[src/tmf_pkg.sv]
package tmf_pkg;
   // ==========================================================
   // Register map
   localparam logic [5:0] ADDR_RATE_MANTISSA = 6'h11;
   localparam logic [5:0] ADDR_MOD_SYNC      = 6'h12;
   localparam logic [5:0] ADDR_FEC_PREAMBLE  = 6'h13;
   localparam logic [7:0] RST_RATE_MANTISSA  = 8'h22;
   localparam logic [7:0] RST_MOD_SYNC       = 8'h12;
   localparam logic [7:0] RST_FEC_PREAMBLE   = 8'h22;
   localparam logic [7:0] MASK_MOD_SYNC      = 8'h7F;
   localparam logic [7:0] MASK_FEC_PREAMBLE  = 8'hF3;
   localparam int         POS_MODULATION     = 4;
   localparam int         POS_MANCHESTER     = 3;
   localparam int         POS_SYNC_MODE      = 0;
   localparam int         POS_ERROR_CODING   = 7;
   localparam int         POS_PREAMBLE       = 4;
   localparam int         POS_SPACING_EXP    = 0;
   // ==========================================================
   // Framing constants
   localparam logic [1:0] LEN_FIXED          = 2'h0;
   localparam logic [1:0] LEN_INFINITE       = 2'h2;
   localparam logic [7:0] PREAMBLE_PATTERN   = 8'hAA;
   localparam logic [4:0] BYTE_BITS          = 5'h08;
   localparam logic [4:0] WORD_BITS          = 5'h10;
   localparam int         FIFO_DEPTH         = 32;
   localparam int         BYTE_W             = 8;

   typedef struct packed {
      logic [7:0] rate_mantissa;
      logic [2:0] modulation_select;
      logic       manchester_en;
      logic [2:0] sync_mode;
      logic       error_coding_enable;
      logic [2:0] preamble_code;
      logic [1:0] spacing_exponent;
   } tmf_cfg_t;

   typedef enum logic [1:0] {
      ST_IDLE     = 2'b00,
      ST_PREAMBLE = 2'b01,
      ST_SYNC     = 2'b10,
      ST_PAYLOAD  = 2'b11
   } tmf_state_t;

   // ==========================================================
   // Decoding helpers
   function automatic logic [7:0] preamble_bytes(input logic [2:0] code);
      case (code)
         3'h0:    return 8'h02;
         3'h1:    return 8'h03;
         3'h2:    return 8'h04;
         3'h3:    return 8'h06;
         3'h4:    return 8'h08;
         3'h5:    return 8'h0C;
         3'h6:    return 8'h10;
         default: return 8'h18;
      endcase
   endfunction

   function automatic logic sync_disabled(input logic [2:0] mode);
      return mode[1:0] == 2'h0;
   endfunction

   function automatic logic sync_repeated(input logic [2:0] mode);
      return mode[1:0] == 2'h3;
   endfunction

   function automatic logic modulation_defined(input logic [2:0] m);
      return m == 3'h0 || m == 3'h1 || m == 3'h3 || m == 3'h7;
   endfunction

   // Rate one half convolutional code; returns {next state, 16 coded bits}.
   function automatic logic [18:0] fec_encode(input logic [7:0] d, input logic [2:0] st);
      logic [2:0]  s;
      logic [15:0] c;
      s = st;
      c = 16'h0000;
      for (int i = 7; i >= 0; i--) begin
         c[2*i+1] = d[i] ^ s[2] ^ s[1] ^ s[0];
         c[2*i]   = d[i] ^ s[1] ^ s[0];
         s        = {s[1:0], d[i]};
      end
      return {s, c};
   endfunction

   // Four by four block interleaver, read out column by column.
   function automatic logic [15:0] fec_interleave(input logic [15:0] c);
      logic [15:0] r;
      r = 16'h0000;
      for (int j = 0; j < 16; j++) begin
         r[15-j] = c[15-((j % 4) * 4 + j / 4)];
      end
      return r;
   endfunction
endpackage

[src/tmf_fifo.sv]
module tmf_fifo #(
   parameter int WIDTH = 8,
   parameter int DEPTH = 32
) (
   // Clock and reset
   input  wire logic             clk,
   input  wire logic             reset_n,
   // Fill side
   input  wire logic [WIDTH-1:0] in_data,
   input  wire logic             in_valid,
   output logic                  in_ready,
   // Drain side
   output logic [WIDTH-1:0]      out_data,
   output logic                  out_valid,
   input  wire logic             out_ready
);
   // Depth must be a power of two so the pointers wrap on their own.
   localparam int AW = $clog2(DEPTH);
   localparam int CW = $clog2(DEPTH + 1);

   logic [WIDTH-1:0] mem [DEPTH];
   logic [AW-1:0]    wr_ptr_reg;
   logic [AW-1:0]    rd_ptr_reg;
   logic [CW-1:0]    count_reg;
   logic [CW-1:0]    count_next;
   logic             in_ready_reg;
   logic             out_valid_reg;

   wire push = in_valid && in_ready_reg;
   wire pop  = out_valid_reg && out_ready;

   assign count_next = count_reg + CW'(push) - CW'(pop);
   assign out_data   = mem[rd_ptr_reg];
   assign in_ready   = in_ready_reg;
   assign out_valid  = out_valid_reg;

   always_ff @(posedge clk) begin
      if (push) begin
         mem[wr_ptr_reg] <= in_data;
      end
   end

   always_ff @(posedge clk) begin
      if (!reset_n) begin
         wr_ptr_reg    <= '0;
         rd_ptr_reg    <= '0;
         count_reg     <= '0;
         in_ready_reg  <= 1'b1;
         out_valid_reg <= 1'b0;
      end else begin
         wr_ptr_reg    <= wr_ptr_reg + AW'(push);
         rd_ptr_reg    <= rd_ptr_reg + AW'(pop);
         count_reg     <= count_next;
         in_ready_reg  <= count_next != CW'(DEPTH);
         out_valid_reg <= count_next != '0;
      end
   end
endmodule

[src/tmf_framer.sv]
module tmf_framer import tmf_pkg::*; (
   // Clock and reset
   input  wire logic        CLK,
   input  wire logic        RESET_N,
   // Register port
   input  wire logic [5:0]  REG_ADDR,
   input  wire logic        REG_WRITE,
   input  wire logic [7:0]  REG_WDATA,
   output logic [7:0]       REG_RDATA,
   // Neighbouring configuration fields
   input  wire logic [3:0]  RATE_EXPONENT,
   input  wire logic [7:0]  SPACING_MANTISSA,
   input  wire logic [7:0]  CHANNEL_NUMBER,
   input  wire logic [1:0]  LENGTH_CONFIG,
   input  wire logic [7:0]  PACKET_LENGTH,
   input  wire logic [15:0] SYNC_WORD,
   // Payload stream
   input  wire logic [7:0]  DATA_IN,
   input  wire logic        DATA_VALID,
   output logic             DATA_READY,
   // Packet control
   input  wire logic        TX_START,
   output logic             TX_BUSY,
   output logic             TX_UNDERFLOW,
   // Modulator side
   output logic             TX_BIT,
   output logic             TX_BIT_STROBE,
   output logic [2:0]       MOD_SELECT,
   output logic             MOD_DEFINED,
   output logic [19:0]      CHANNEL_OFFSET
);
   // ==========================================================
   // Configuration registers
   logic [7:0]  rate_mant_reg;
   logic [7:0]  mod_sync_reg;
   logic [7:0]  fec_pre_reg;
   logic [7:0]  rdata_reg;
   logic [7:0]  rdata_next;
   tmf_cfg_t    cfg;

   wire wr_rate = REG_WRITE && REG_ADDR == ADDR_RATE_MANTISSA;
   wire wr_mod  = REG_WRITE && REG_ADDR == ADDR_MOD_SYNC;
   wire wr_fec  = REG_WRITE && REG_ADDR == ADDR_FEC_PREAMBLE;

   assign rdata_next = (REG_ADDR == ADDR_RATE_MANTISSA) ? rate_mant_reg :
                       (REG_ADDR == ADDR_MOD_SYNC)      ? mod_sync_reg  :
                       (REG_ADDR == ADDR_FEC_PREAMBLE)  ? fec_pre_reg   : 8'h00;

   assign cfg = '{rate_mantissa:       rate_mant_reg,
                  modulation_select:   mod_sync_reg[POS_MODULATION +: 3],
                  manchester_en:       mod_sync_reg[POS_MANCHESTER],
                  sync_mode:           mod_sync_reg[POS_SYNC_MODE +: 3],
                  error_coding_enable: fec_pre_reg[POS_ERROR_CODING],
                  preamble_code:       fec_pre_reg[POS_PREAMBLE +: 3],
                  spacing_exponent:    fec_pre_reg[POS_SPACING_EXP +: 2]};

   always_ff @(posedge CLK) begin
      if (!RESET_N) begin
         rate_mant_reg <= RST_RATE_MANTISSA;
         mod_sync_reg  <= RST_MOD_SYNC;
         fec_pre_reg   <= RST_FEC_PREAMBLE;
         rdata_reg     <= 8'h00;
      end else begin
         if (wr_rate) rate_mant_reg <= REG_WDATA;
         if (wr_mod) mod_sync_reg <= REG_WDATA & MASK_MOD_SYNC;
         if (wr_fec) fec_pre_reg <= REG_WDATA & MASK_FEC_PREAMBLE;
         rdata_reg <= rdata_next;
      end
   end

   // ==========================================================
   // Symbol rate and channel offset
   logic [27:0] acc_reg;
   logic [23:0] rate_step;
   logic [28:0] rate_sum;
   logic [11:0] spc_step;
   logic [19:0] chan_product;

   assign rate_step    = {15'h0000, 1'b1, cfg.rate_mantissa} << RATE_EXPONENT;
   assign rate_sum     = {1'b0, acc_reg} + {5'h00, rate_step};
   assign spc_step     = {3'h0, 1'b1, SPACING_MANTISSA} << cfg.spacing_exponent;
   assign chan_product = {8'h00, spc_step} * {12'h000, CHANNEL_NUMBER};

   wire rate_tick = rate_sum[28];

   // ==========================================================
   // Payload buffer
   logic [7:0] fifo_data;
   logic       fifo_valid;
   logic       pop;

   tmf_fifo #(.WIDTH(BYTE_W), .DEPTH(FIFO_DEPTH)) u_fifo (
      .clk       (CLK),
      .reset_n   (RESET_N),
      .in_data   (DATA_IN),
      .in_valid  (DATA_VALID),
      .in_ready  (DATA_READY),
      .out_data  (fifo_data),
      .out_valid (fifo_valid),
      .out_ready (pop)
   );

   // ==========================================================
   // Framer
   tmf_state_t  state_reg;
   tmf_state_t  state_next;
   logic [15:0] shift_reg;
   logic [15:0] shift_next;
   logic [4:0]  bits_reg;
   logic [4:0]  bits_next;
   logic [7:0]  cnt_reg;
   logic [7:0]  cnt_next;
   logic [2:0]  fec_st_reg;
   logic [2:0]  fec_st_next;
   logic        first_reg;
   logic        half_reg;
   logic        underflow_reg;
   logic        underflow_next;
   logic        load_req;
   logic        tx_bit_reg;
   logic        strobe_reg;
   logic        busy_reg;
   logic [2:0]  mod_sel_reg;
   logic        mod_def_reg;
   logic [19:0] chan_off_reg;
   logic [18:0] coded;
   logic [15:0] pay_word;

   // Manchester is forced off outside fixed length, so a bad host setting cannot break framing.
   wire manch_on = cfg.manchester_en && LENGTH_CONFIG == LEN_FIXED;
   wire active   = state_reg != ST_IDLE;
   wire bit_done = rate_tick && active && (!manch_on || half_reg);
   wire unit_end = bit_done && bits_reg == 5'h01;
   wire chip     = (manch_on && half_reg) ? ~shift_reg[15] : shift_reg[15];

   assign coded    = fec_encode(fifo_data, first_reg ? 3'h0 : fec_st_reg);
   assign pay_word = cfg.error_coding_enable ? fec_interleave(coded[15:0]) : {fifo_data, 8'h00};

   always_comb begin
      state_next     = state_reg;
      shift_next     = bit_done ? {shift_reg[14:0], 1'b0} : shift_reg;
      bits_next      = bit_done ? bits_reg - 5'h01 : bits_reg;
      cnt_next       = cnt_reg;
      fec_st_next    = fec_st_reg;
      underflow_next = underflow_reg;
      load_req       = 1'b0;
      pop            = 1'b0;
      case (state_reg)
         ST_IDLE: begin
            if (TX_START) begin
               underflow_next = 1'b0;
               if (sync_disabled(cfg.sync_mode)) begin
                  load_req = 1'b1;
               end else begin
                  state_next = ST_PREAMBLE;
                  shift_next = {PREAMBLE_PATTERN, 8'h00};
                  bits_next  = BYTE_BITS;
                  cnt_next   = preamble_bytes(cfg.preamble_code) - 8'h01;
               end
            end
         end
         ST_PREAMBLE: begin
            if (unit_end && cnt_reg != 8'h00) begin
               shift_next = {PREAMBLE_PATTERN, 8'h00};
               bits_next  = BYTE_BITS;
               cnt_next   = cnt_reg - 8'h01;
            end else if (unit_end) begin
               state_next = ST_SYNC;
               shift_next = SYNC_WORD;
               bits_next  = WORD_BITS;
               cnt_next   = {7'h00, sync_repeated(cfg.sync_mode)};
            end
         end
         ST_SYNC: begin
            if (unit_end && cnt_reg != 8'h00) begin
               shift_next = SYNC_WORD;
               bits_next  = WORD_BITS;
               cnt_next   = cnt_reg - 8'h01;
            end else if (unit_end) begin
               load_req = 1'b1;
            end
         end
         ST_PAYLOAD: begin
            load_req = unit_end;
         end
         default: begin
            state_next = ST_IDLE;
         end
      endcase
      if (load_req) begin
         if (!first_reg && LENGTH_CONFIG != LEN_INFINITE && cnt_reg == 8'h00) begin
            state_next = ST_IDLE;
         end else if (!fifo_valid) begin
            state_next     = ST_IDLE;
            underflow_next = LENGTH_CONFIG != LEN_INFINITE;
         end else begin
            pop         = 1'b1;
            state_next  = ST_PAYLOAD;
            shift_next  = pay_word;
            bits_next   = cfg.error_coding_enable ? WORD_BITS : BYTE_BITS;
            fec_st_next = coded[18:16];
            if (!first_reg) begin
               cnt_next = cnt_reg - 8'h01;
            end else if (LENGTH_CONFIG == LEN_FIXED) begin
               cnt_next = PACKET_LENGTH - 8'h01;
            end else begin
               cnt_next = fifo_data;
            end
         end
      end
   end

   always_ff @(posedge CLK) begin
      if (!RESET_N) begin
         state_reg     <= ST_IDLE;
         shift_reg     <= 16'h0000;
         bits_reg      <= 5'h00;
         cnt_reg       <= 8'h00;
         fec_st_reg    <= 3'h0;
         first_reg     <= 1'b1;
         half_reg      <= 1'b0;
         underflow_reg <= 1'b0;
         acc_reg       <= 28'h0000000;
      end else begin
         state_reg     <= state_next;
         shift_reg     <= shift_next;
         bits_reg      <= bits_next;
         cnt_reg       <= cnt_next;
         fec_st_reg    <= fec_st_next;
         first_reg     <= state_next == ST_IDLE || (first_reg && !pop);
         half_reg      <= active && manch_on && (half_reg ^ rate_tick);
         underflow_reg <= underflow_next;
         acc_reg       <= rate_sum[27:0];
      end
   end

   // ==========================================================
   // Registered outputs
   always_ff @(posedge CLK) begin
      if (!RESET_N) begin
         tx_bit_reg   <= 1'b0;
         strobe_reg   <= 1'b0;
         busy_reg     <= 1'b0;
         mod_sel_reg  <= 3'h0;
         mod_def_reg  <= 1'b0;
         chan_off_reg <= 20'h00000;
      end else begin
         tx_bit_reg   <= (rate_tick && active) ? chip : tx_bit_reg;
         strobe_reg   <= rate_tick && active;
         busy_reg     <= state_next != ST_IDLE;
         mod_sel_reg  <= cfg.modulation_select;
         mod_def_reg  <= modulation_defined(cfg.modulation_select);
         chan_off_reg <= chan_product;
      end
   end

   assign REG_RDATA      = rdata_reg;
   assign TX_BIT         = tx_bit_reg;
   assign TX_BIT_STROBE  = strobe_reg;
   assign TX_BUSY        = busy_reg;
   assign TX_UNDERFLOW   = underflow_reg;
   assign MOD_SELECT     = mod_sel_reg;
   assign MOD_DEFINED    = mod_def_reg;
   assign CHANNEL_OFFSET = chan_off_reg;
endmodule

[config.mk]
export PLATFORM = sky130hd
export DESIGN_NAME = tmf_framer
export DESIGN_NICKNAME = d
export VERILOG_FILES = /design/src/tmf_pkg.sv /design/src/tmf_fifo.sv /design/src/tmf_framer.sv
export SDC_FILE = /design/constraint.sdc
export NUM_CORES = 1
export LEC_CHECK = 0
export BUFFER_PORTS_ARGS = -buffer_cell sky130_fd_sc_hd__buf_2
export CORE_MARGIN = 2
export CORE_UTILIZATION = 62
export DETAILED_ROUTE_END_ITERATION = 10
export PLACE_DENSITY = 0.81
export SYNTH_ARGS = -nofsm -noshare
export SYNTH_HDL_FRONTEND = slang
export SYNTH_SLANG_ARGS = --single-unit
[constraint.sdc]
create_clock -name CLK -period 7.8 [get_ports CLK]
set_clock_uncertainty 0.2 [all_clocks]
set_input_delay 1.17 -clock CLK [delete_from_list [all_inputs] [get_ports CLK]]
set_output_delay 1.17 -clock CLK [all_outputs]
set_load 0.1 [all_outputs]
Word level (Yosys, flattened, before mapping):

Memory sizes are Yosys's and may differ from the RTL's. A register that Yosys moved wholly into a read port is not among the register bits.
Index checks and enable logic that the tools add are counted.

* register bits: 139
* bits in latches: 0
* bits in writable memories: 256
* ROM bits: 0
* input port bits: 73
* output and inout port bits: 37
* memories: 1

Memories
* u_fifo.mem: words 32, width 8, rd ports 1, clocked after memory_dff 1, write ports 1, line tmf_fifo.sv:21 `logic [WIDTH-1:0] mem [DEPTH];`

* add/sub/neg operators: 9
* multiply operators: 1
* divide/modulo/power cells: 0
* order comparisons: 0
* eq/ne operators: 19
* shift-type cells: 2
* mux-type cells: 66
* bitwise operators: 43
* reduce and logical (&&, ||, !) cells: 36

Operators with widths (count)
* $mux 16: 10
* $mux 8: 16
* $mux 5: 11
* $pmux 16 s3: 1
* $xor 1x1->1: 41
* $pmux 5 s7: 1
* $add 28x24->29: 1
* $pmux 8 s3: 1
* $shl 9x4->24: 1
* $sub 8x1->8 const B: 3
* $mul 12x8->20: 1
* $eq 6x5->1 const B: 3
* $logic_and 1x1->1: 16
* $mux 1: 15
* $pmux 5 s3: 1
* $mux 2: 7
* $eq 3x3->1 const B: 4
* $shl 9x2->12: 1
* $add 5x1->5: 2
* $eq 3x2->1 const B: 3
* $logic_not 2->1: 4
* $logic_not 8->1: 1
* $reduce_bool 8->1: 1
* $add 6x1->6: 1
* other kinds (18): 30

Longest topological paths before layout:

Gate-level depths: netlist (run 1).

* depth in word-level cells: 13
* mapped depth: 28
* mapped depth without buffers: 26

Modules after synthesis:

A second synthesis (run 1) with hierarchy kept.

* cells, all modules: 1809
* area total of the unflattened synthesis: 21174.1 um^2

By module, submodules not included
* tmf_fifo: times used 1, cells each 525, area an instance 10785.3 um^2
* tmf_framer: times used 1, cells each 1284, area an instance 10388.7 um^2

Worst setup path before layout (run 1):

OpenSTA, ideal clock, no wires.

* path type: input to register
* from: input port RATE_EXPONENT[1]
* to: register u_fifo.out_valid_reg (netlist: u_fifo.out_valid)
* setup time: 128 ps
* data arrival time: 5998 ps
* path slack: 1474 ps
* cell stages on the path: 25
* buffers on the path: 4
* cells stage by stage: clkbuf_1 clkbuf_1 nand2_1 o21ai_0 o21ai_0 and2_1 ha_1 clkbuf_1 a211oi_1 nand2_1 a311oi_1 or3_1 a211oi_1 or2_2 nand2_1 inv_1 clkbuf_1 ha_1 inv_1 ha_1 fa_1 xor2_1 or4_1 nor2_1 o21bai_1

* word-level cells in the longest chain between the ends: 12
* elaborated cells between the ends (all ways): 13

Ends and longest elaborated chain
* from (decl): line tmf_framer.sv:11 `input wire logic [3:0] RATE_EXPONENT,`
* $shl 9x4->24 *: line tmf_framer.sv:79 `assign rate_step = {15'h0000, 1'b1, cfg.rate_mantissa} << RATE_EXPONENT;`
* $add 28x24->29 *: line tmf_framer.sv:80 `assign rate_sum = {1'b0, acc_reg} + {5'h00, rate_step};`
* $logic_and 1x1->1 * (2 in series): line tmf_framer.sv:132 `wire bit_done = rate_tick && active && (!manch_on || half_reg);`
* $logic_and 1x1->1 *: line tmf_framer.sv:133 `wire unit_end = bit_done && bits_reg == 5'h01;`
* $mux 1 or $logic_and 1x1->1 (tied branches): line tmf_framer.sv:179, tmf_framer.sv:175
* $mux 1: line tmf_framer.sv:175 `if (unit_end && cnt_reg != 8'h00) begin`
* $pmux 1 s3 *: line tmf_framer.sv:148 `case (state_reg)`
* $mux 1 *: line tmf_framer.sv:190 `if (load_req) begin`
* $logic_and 1x1->1 *: line tmf_fifo.sv:30 `wire pop = out_valid_reg && out_ready;`
* $sub 6x1->6 *: line tmf_fifo.sv:32 `assign count_next = count_reg + CW'(push) - CW'(pop);`
* $reduce_bool 6->1 *: line tmf_fifo.sv:55 `out_valid_reg <= count_next != '0;`
* to (signal assigned): line tmf_fifo.sv:49 `out_valid_reg <= 1'b0;`
* to (signal assigned): line tmf_fifo.sv:55
* to (decl): line tmf_fifo.sv:27 `logic out_valid_reg;`

Mark *: on every way between the ends. The rest lies on a longest branch, timed or not.
A chain may end at the register's enable or synchronous reset.

Worst setup path after layout (run 1):

* from: register fec_pre_reg[1]
* to: register chan_off_reg[18] (netlist: CHANNEL_OFFSET[18])

* word-level cells in the longest chain between the ends: 2

Ends and longest elaborated chain
* from (decl): line tmf_framer.sv:36 `logic [7:0] fec_pre_reg;`
* from (signal assigned): line tmf_framer.sv:66 `if (wr_fec) fec_pre_reg <= REG_WDATA & MASK_FEC_PREAMBLE;`
* $shl 9x2->12: line tmf_framer.sv:81 `assign spc_step = {3'h0, 1'b1, SPACING_MANTISSA} << cfg.spacing_exponent;`
* $mul 12x8->20: line tmf_framer.sv:82 `assign chan_product = {8'h00, spc_step} * {12'h000, CHANNEL_NUMBER};`
* to (signal assigned): line tmf_framer.sv:253 `chan_off_reg <= chan_product;`
* to (decl): line tmf_framer.sv:125 `logic [19:0] chan_off_reg;`

No other way between the ends.

==> flow_metrics.env, run 1 <==
export IMPL_tightest_slew_ns=1.028
export IMPL_dieArea_sq_um=36570
export IMPL_portBuffers=109
export IMPL_detailed_place_hpwl_um=34850
export IMPL_p_leak_uw=0.009127
export IMPL_rows=68
export IMPL_clock_path_buffers=3
export IMPL_hp_class="reg -> reg"
export IMPL_min_period_ns=6.262
export IMPL_ios=110
export IMPL_final_hold_viol_count=0
export IMPL_routed_wl_um=51040
export IMPL_hold_buffers=0
export IMPL_regToRegEndpoint="CHANNEL_OFFSET[18]$_SDFF_PN0_"
export IMPL_fillers=2497
export IMPL_rsz0062_at_grt="false"
export IMPL_fmax_ghz=0.1597
export IMPL_cts_resized=0
export IMPL_grt_usage_pct=28.47
export IMPL_mostFrequentLayoutCells="edfxtp_1 (256), nor2_1 (184), nand2_1 (178)"
export IMPL_hold_depth=2
export IMPL_drt_first_pass_iters=5
export IMPL_yosys_area_top_type="edfxtp_1"
export IMPL_fin_setup_tns_ns=0
export IMPL_avgSynthCellArea_sq_um=11.40
export IMPL_worst_setup_path_end_kind="register"
export IMPL_drtIter0Drc=1367
export IMPL_layout_commonest_cell="edfxtp_1"
export IMPL_cts_max_level=2
export IMPL_largest_reg_flops=256
export IMPL_powerDensity_nw_per_um2=234.9
export IMPL_cp_slowest_cell="dfxtp_1"
export IMPL_routed_via_count=15180
export IMPL_max_stage_delay_ns=0.98
export IMPL_antenna_left=0
export IMPL_cts_num_sinks=395
export IMPL_drv_slew=0
export IMPL_avgViaCountPerCell=6.174
export IMPL_worstHoldStart="TX_BIT$_SDFFE_PN0P_"
export IMPL_cts_buffers=39
export IMPL_ys_types=89
export IMPL_clock_latency_ns=0.55
export IMPL_critPathMostFrequentCell="fa_1"
export IMPL_status="completed"
export IMPL_finalSetupViolCount=0
export IMPL_synth_seq_cells=395
export IMPL_antenna_cells=0
export IMPL_relSlewSlack_pct=31.36
export IMPL_grt_start_max_net_pins=57
export IMPL_drc=0
export IMPL_cp_arrival_ns=6.46
export IMPL_path_clk_slew_ns=0.06
export IMPL_yosysTopAreaCellShare_pct=35.37
export IMPL_grt_pass1_vias=15210
export IMPL_synth_edff_count=256
export IMPL_die_y_um=191.2
export IMPL_wl_per_cell_um=20.77
export IMPL_core_sq_um=34540
export IMPL_reg2reg_setup_slack_ns=1.54
export IMPL_yosys_most_used_dff="edfxtp_1"
export IMPL_start_kind="register"
export IMPL_post_cts_buffers=0
export IMPL_criticalPathCategory="reg -> reg"
export IMPL_dieWidth_um=191.2
export IMPL_yosysSeqAreaShare_pct=48.17
export IMPL_nets=2191
export IMPL_crit_path_max_fanout=22
export IMPL_total_power_uw=5548
export IMPL_r2r_start="fec_pre_reg[1]$_SDFFE_PN1P_"
export IMPL_syn2layout_area_growth_pct=8.664
export IMPL_grt_overflow_total=0
export IMPL_syn_inst=1906
export IMPL_post_route_period_util_pct=80.28
export IMPL_cp_required_ns=8.00
export IMPL_grt_pass1_wl_um=81220
export IMPL_synth_area_top_cells="edfxtp_1 (35%), dfxtp_1 (13%), fa_1 (5.7%), ha_1 (4.6%), mux2i_1 (4.1%)"
export IMPL_yosysWarnings=0
export IMPL_worstPathCellList="mux2i_1 -> o21ai_0 -> nand2_1 -> fa_1 -> fa_1 -> fa_1 -> fa_1 -> inv_1 -> ha_1 -> a21oi_1 -> o21ai_0 -> a211oi_1 -> a211oi_1 -> o21ai_0 -> mux2i_1 -> o311ai_0"
export IMPL_hold_end="TX_BIT$_SDFFE_PN0P_"
export IMPL_routabilityCongestion=0.9200
export IMPL_timing_max_cap_violations=0
export IMPL_start_util_pct=62.92
export IMPL_timing_hold_ws_ns=0.2995
export IMPL_clockRootBuffer="clkbuf_16"
export IMPL_antenna_found_initial=0
export IMPL_reg2regPathDepth=16
export IMPL_async_flop_share_pct=0
export IMPL_syn_area_sq_um=21730
export IMPL_ir_worst_vdd_v=0.0003778
export IMPL_synth_nets=2121
export IMPL_drive_gt1_share_pct=12.38
export IMPL_cts_tree="done"
-- critical path: cells and delay by family, from the launching register on --
family | cells | cell delay [ns]
flops | 1 | 0.98
compound gates | 7 | 2.03
fa+ha+maj | 5 | 2.28
mux | 2 | 0.40
buf+inv | 1 | 0.04
simple gates | 1 | 0.18
-- cells by family after synthesis --
family                     Yosys count  share of synthesized area [%]
xor gates and xnor gates            81                          3.402
DFF                                395                          48.17
adders and majority gates          142                          10.32
AOI/OAI and AO/OA                  311                          9.510
muxes                              151                          10.46
and+or+nand+nor                    628                          13.78
buffers and inverters              198                          4.358
-- where the power goes --
part | leakage [uW] | internal, uW | switching [uW]
Clock | 0.000607 | 1040 | 803
Sequential | 0.00344 | 2320 | 43.2
Combinational | 0.00508 | 475 | 868
Total | 0.00913 | 3830 | 1710
-- routing by layer --
metal  GRT usage (%)  up-vias  part of all wire, %
met5               0        -                    0
met3           4.792       97                  8.6
met1           37.22     7330                   40
met2           48.79      735                   49
met4           8.698        0                  2.6
li1                -     7014                    -
-- cell usage after synthesis, drive strengths merged, types with 5 or more instances --
library cell and count:
nor3 32, dfxtp 139, edfxtp 256, a22oi 22, fa 62, a31oi 13, mux2 8, o2111ai 5
a21boi 5, nor4 6, inv 106, mux4 54, nor3b 5, or2 7, xnor2 41, a211oi 17
nand2b 9, nand2 178, or3 16, buf 29, o211ai 8, nand4 12, and3 19, clkbuf 62
o22ai 7, nand3b 8, xor2 39, a21oi 79, mux2i 89, a221oi 8, nor2 185, o22a 5
nor2b 14, nand3 42, o21a 8, o21ai 75, and2 83, o21bai 7, a21o 12, ha 80
-- worst max-delay path by stage --
stage	depth (start not counted)	from	end	slack, ns
final	16	fec_pre_reg[1]$_SDFFE_PN1P_	CHANNEL_OFFSET[18]$_SDFF_PN0_	1.54
after global routing	16	fec_pre_reg[1]$_SDFFE_PN1P_	CHANNEL_OFFSET[18]$_SDFF_PN0_	1.05
after CTS	16	fec_pre_reg[1]$_SDFFE_PN1P_	CHANNEL_OFFSET[18]$_SDFF_PN0_	1.51
after detailed placement	23	RATE_EXPONENT[1]	u_fifo.out_valid$_SDFF_PN0_	1.08
after global placement	23	RATE_EXPONENT[1]	u_fifo.out_valid$_SDFF_PN0_	1.19
after floorplan	25	RATE_EXPONENT[1]	u_fifo.out_valid$_SDFF_PN0_	1.47
-- per-stage QoR --
stage | setup WS, ns | instances | instance area (sq um) | util [%]
finish | 1.538 | 2458 | 23620 | 68.37
global route | 1.055 | 2458 | 23620 | 68.37
CTS | 1.505 | 2458 | 23620 | 68.37
detailed placement | 1.080 | 2390 | 22390 | 64.82
global placement | 1.185 | 2390 | 22390 | 64.82
floorplan | 1.474 | 1906 | 21730 | -
-- cell type report --
class / instances / area (sq um) / share of cell area (%)
clock inverters: 18 / 198.9 / 0.8423
repair buffers: 120 / 628.1 / 2.659
multi-input cells: 1313 / 10320 / 43.69
flip-flops and latches: 395 / 10480 / 44.35
clock buffers: 50 / 1027 / 4.349
well taps: 455 / 569.3 / 2.410
inverters: 107 / 401.6 / 1.701
Note: power is estimated with default switching activity, not from simulation.
==> run 2, diff against run 1 <==
- ABC_AREA: default -> 1
- CORE_UTILIZATION: 62 -> 56
- PLACE_DENSITY: 0.81 -> 0.77
- clock period: 7.8 -> 5.52 ns (I/O delays scaled with it)
==> run 2 against run 1 <==
Setup slack lost 1.2 ns. Critical path depth grew 2. Wire length grew 8.8%. Sequential power grew 42%. Area after synthesis is essentially flat. Die area grew 10%. Count of clock-buffer cells in the layout grew 5. Via count grew 17%. Register-to-register slack lost 1.2 ns. Critical path type unchanged. Critical endpoint is now CHANNEL_OFFSET[17]$_SDFF_PN0_. Largest cell class unchanged. Highest routed layer unchanged.
==> flow_metrics.env, run 2 <==
export IMPL_yosysWarnings=0
export IMPL_tightest_slew_ns=0.9491
export IMPL_path_clk_slew_ns=0.06
export IMPL_start_util_pct=56.45
export IMPL_largest_reg_flops=256
export IMPL_layout_commonest_cell="nand2_1"
export IMPL_worst_setup_path_end_kind="register"
export IMPL_final_hold_viol_count=0
export IMPL_cts_buffers=43
export IMPL_syn_area_sq_um=21710
export IMPL_ir_worst_vdd_v=0.0002295
export IMPL_ys_types=61
export IMPL_routed_via_count=17760
export IMPL_grt_pass1_wl_um=88910
export IMPL_p_leak_uw=0.01044
export IMPL_antenna_cells=0
export IMPL_seqCellArea_sq_um=10480
export IMPL_fin_setup_tns_ns=0
export IMPL_synth_most_common_cell="nand2_1"
export IMPL_cts_tree="done"
export IMPL_portBuffers=109
export IMPL_fin_cells=3148
export IMPL_drv_slew=0
export IMPL_status="completed"
export IMPL_worst_slack_ns=0.3738
export IMPL_crit_end="CHANNEL_OFFSET[17]$_SDFF_PN0_"
export IMPL_placedCellCount=3066
export IMPL_nets=2810
export IMPL_crit_path_max_fanout=7
export IMPL_reg2reg_setup_slack_ns=0.37
export IMPL_rsz0062_at_grt="false"
export IMPL_synth_top_cells_by_count="nand2_1 (439), nor2_1 (383), inv_1 (268)"
export IMPL_ios=110
export IMPL_fillers=3153
export IMPL_finalSetupViolCount=0
export IMPL_drive_gt1_share_pct=10.11
export IMPL_die_y_um=200.9
export IMPL_multi_input_area_sq_um=9754
export IMPL_powerDensity_nw_per_um2=342.5
export IMPL_regToRegEndpoint="CHANNEL_OFFSET[17]$_SDFF_PN0_"
export IMPL_hold_buffers=0
export IMPL_cts_num_sinks=395
export IMPL_fmax_ghz=0.1943
export IMPL_antenna_found_initial=0
export IMPL_syn2layout_area_growth_pct=12.01
export IMPL_clockRootBuffer="clkbuf_16"
export IMPL_synth_edff_count=256
export IMPL_total_power_uw=8330
export IMPL_clock_latency_ns=0.60
export IMPL_r2r_start="fec_pre_reg[0]$_SDFFE_PN0P_"
export IMPL_avgSynthCellArea_sq_um=8.738
export IMPL_startpoint="fec_pre_reg[0]$_SDFFE_PN0P_"
export IMPL_start_kind="register"
export IMPL_yosys_most_used_dff="edfxtp_1"
export IMPL_grt_overflow_total=0
export IMPL_relSlewSlack_pct=36.49
export IMPL_clock_path_buffers=3
export IMPL_syn_inst=2485
export IMPL_cp_required_ns=5.83
export IMPL_cp_arrival_ns=5.46
export IMPL_routabilityCongestion=0.9232
export IMPL_yosysTopAreaCellShare_pct=35.40
export IMPL_routed_wl_um=55520
export IMPL_reg2regPathDepth=18
export IMPL_post_place_ws_ns=-0.08070
export IMPL_avgViaCountPerCell=5.643
export IMPL_async_flop_share_pct=0
export IMPL_detailed_place_hpwl_um=38200
export IMPL_mostFrequentLayoutCells="nand2_1 (439), nor2_1 (383), inv_1 (268)"
export IMPL_rows=72
export IMPL_core_sq_um=38470
export IMPL_dieWidth_um=200.9
export IMPL_synth_nets=2700
export IMPL_yosys_area_top_type="edfxtp_1"
export IMPL_post_route_cell_area_sq_um=24320
export IMPL_yosysSeqAreaShare_pct=48.22
export IMPL_drt_first_pass_iters=6
export IMPL_synth_area_top_cells="edfxtp_1 (35%), dfxtp_1 (13%), nand2_1 (7.6%), nor2_1 (6.6%), o21ai_0 (6.1%)"
export IMPL_timing_max_cap_violations=0
export IMPL_wl_per_cell_um=17.64
export IMPL_placed_area_sq_um=22850
export IMPL_grt_usage_pct=27.37
export IMPL_hp_class="reg -> reg"
export IMPL_synth_seq_cells=395
export IMPL_cts_max_level=2
export IMPL_grt_pass1_vias=17110
export IMPL_dieArea_sq_um=40370
export IMPL_drc=0
export IMPL_min_period_ns=5.146
export IMPL_criticalPathCategory="reg -> reg"
export IMPL_grt_start_max_net_pins=73
export IMPL_antenna_left=0
export IMPL_post_route_period_util_pct=93.23
export IMPL_worstHoldStart="mod_sync_reg[6]$_SDFFE_PN0P_"
export IMPL_drtIter0Drc=1769
run 2: layout make-up:
class                   count  area share [%]
clock buffers              55           4.738
repair inverters            1         0.03087
well taps                 518           2.665
flip-flops and latches    395           43.07
repair buffers            156           3.807
multi-input cells        1716           40.10
clock inverters            25           1.214
inverters                 282           4.368
run 2: layer usage:
layer / vias to the layer above / share of wire, % / global-route usage (%)
met1: 8403 / 42 / 37.65
met5: - / 0 / 0
met2: 698 / 48 / 44.98
met3: 105 / 7.5 / 4.107
met4: 0 / 2.5 / 8.413
li1: 8557 / - / -
run 2: where the power goes:
group / switching, uW / internal (uW) / total [uW]
Clock: 1250 / 1690 / 2940
Combinational: 1420 / 620 / 2040
Sequential: 68.8 / 3280 / 3350
Total: 2740 / 5590 / 8330
run 2: cell families (layout without fill, tap and decap cells):
| kind of cell | count (synthesis) | count (layout) | synth area share [%] |
|---|---|---|---|
| mux | 13 | 13 | 0.5992 |
| compound gates | 539 | 539 | 13.77 |
| xor+xnor | 43 | 43 | 1.769 |
| buf+inv | 374 | 519 | 6.903 |
| fa+ha+maj | 142 | 142 | 10.33 |
| flops | 395 | 395 | 48.22 |
| simple gates | 979 | 979 | 18.42 |
run 2: critical path, cell delays in order (launching register included):
cell,delay [ns]
dfxtp_2,0.41
clkinvlp_4,0.18
o21ai_1,0.20
nand2_1,0.06
o21ai_0,0.23
inv_1,0.21
nand2_1,0.14
fa_1,0.46
fa_1,0.57
fa_1,0.42
fa_1,0.49
inv_1,0.05
ha_1,0.36
a21oi_1,0.16
o21ai_0,0.17
a221o_1,0.36
a31oi_1,0.18
o21ai_0,0.10
a21oi_1,0.14
run 2: stage by stage:
step,util [%],hold WS (ns)
after floorplan,-,0.2071
after global placement,59.39,0.2198
after detailed placement,59.39,0.2178
after CTS,63.15,0.2361
after global routing,63.23,0.2829
final,63.23,0.2385
run 2: how the worst min path moves through the flow:
stage / cells after the start / to
2_1_floorplan: 2 / MOD_SELECT[0]$_SDFF_PN0_
3_3_place_gp: 2 / MOD_SELECT[2]$_SDFF_PN0_
3_5_place_dp: 2 / MOD_SELECT[2]$_SDFF_PN0_
4_1_cts: 2 / MOD_SELECT[2]$_SDFF_PN0_
5_1_grt: 2 / fec_st_reg[2]$_SDFFE_PN0P_
6_report: 2 / MOD_SELECT[2]$_SDFF_PN0_
run 2: what timing repair did:
item                                   in CTS  in global routing
buffers inserted                            0                  1
gates resized for setup                     0                  8
endpoints found under the hold margin       0                  0
setup endpoints to repair                   0                  8
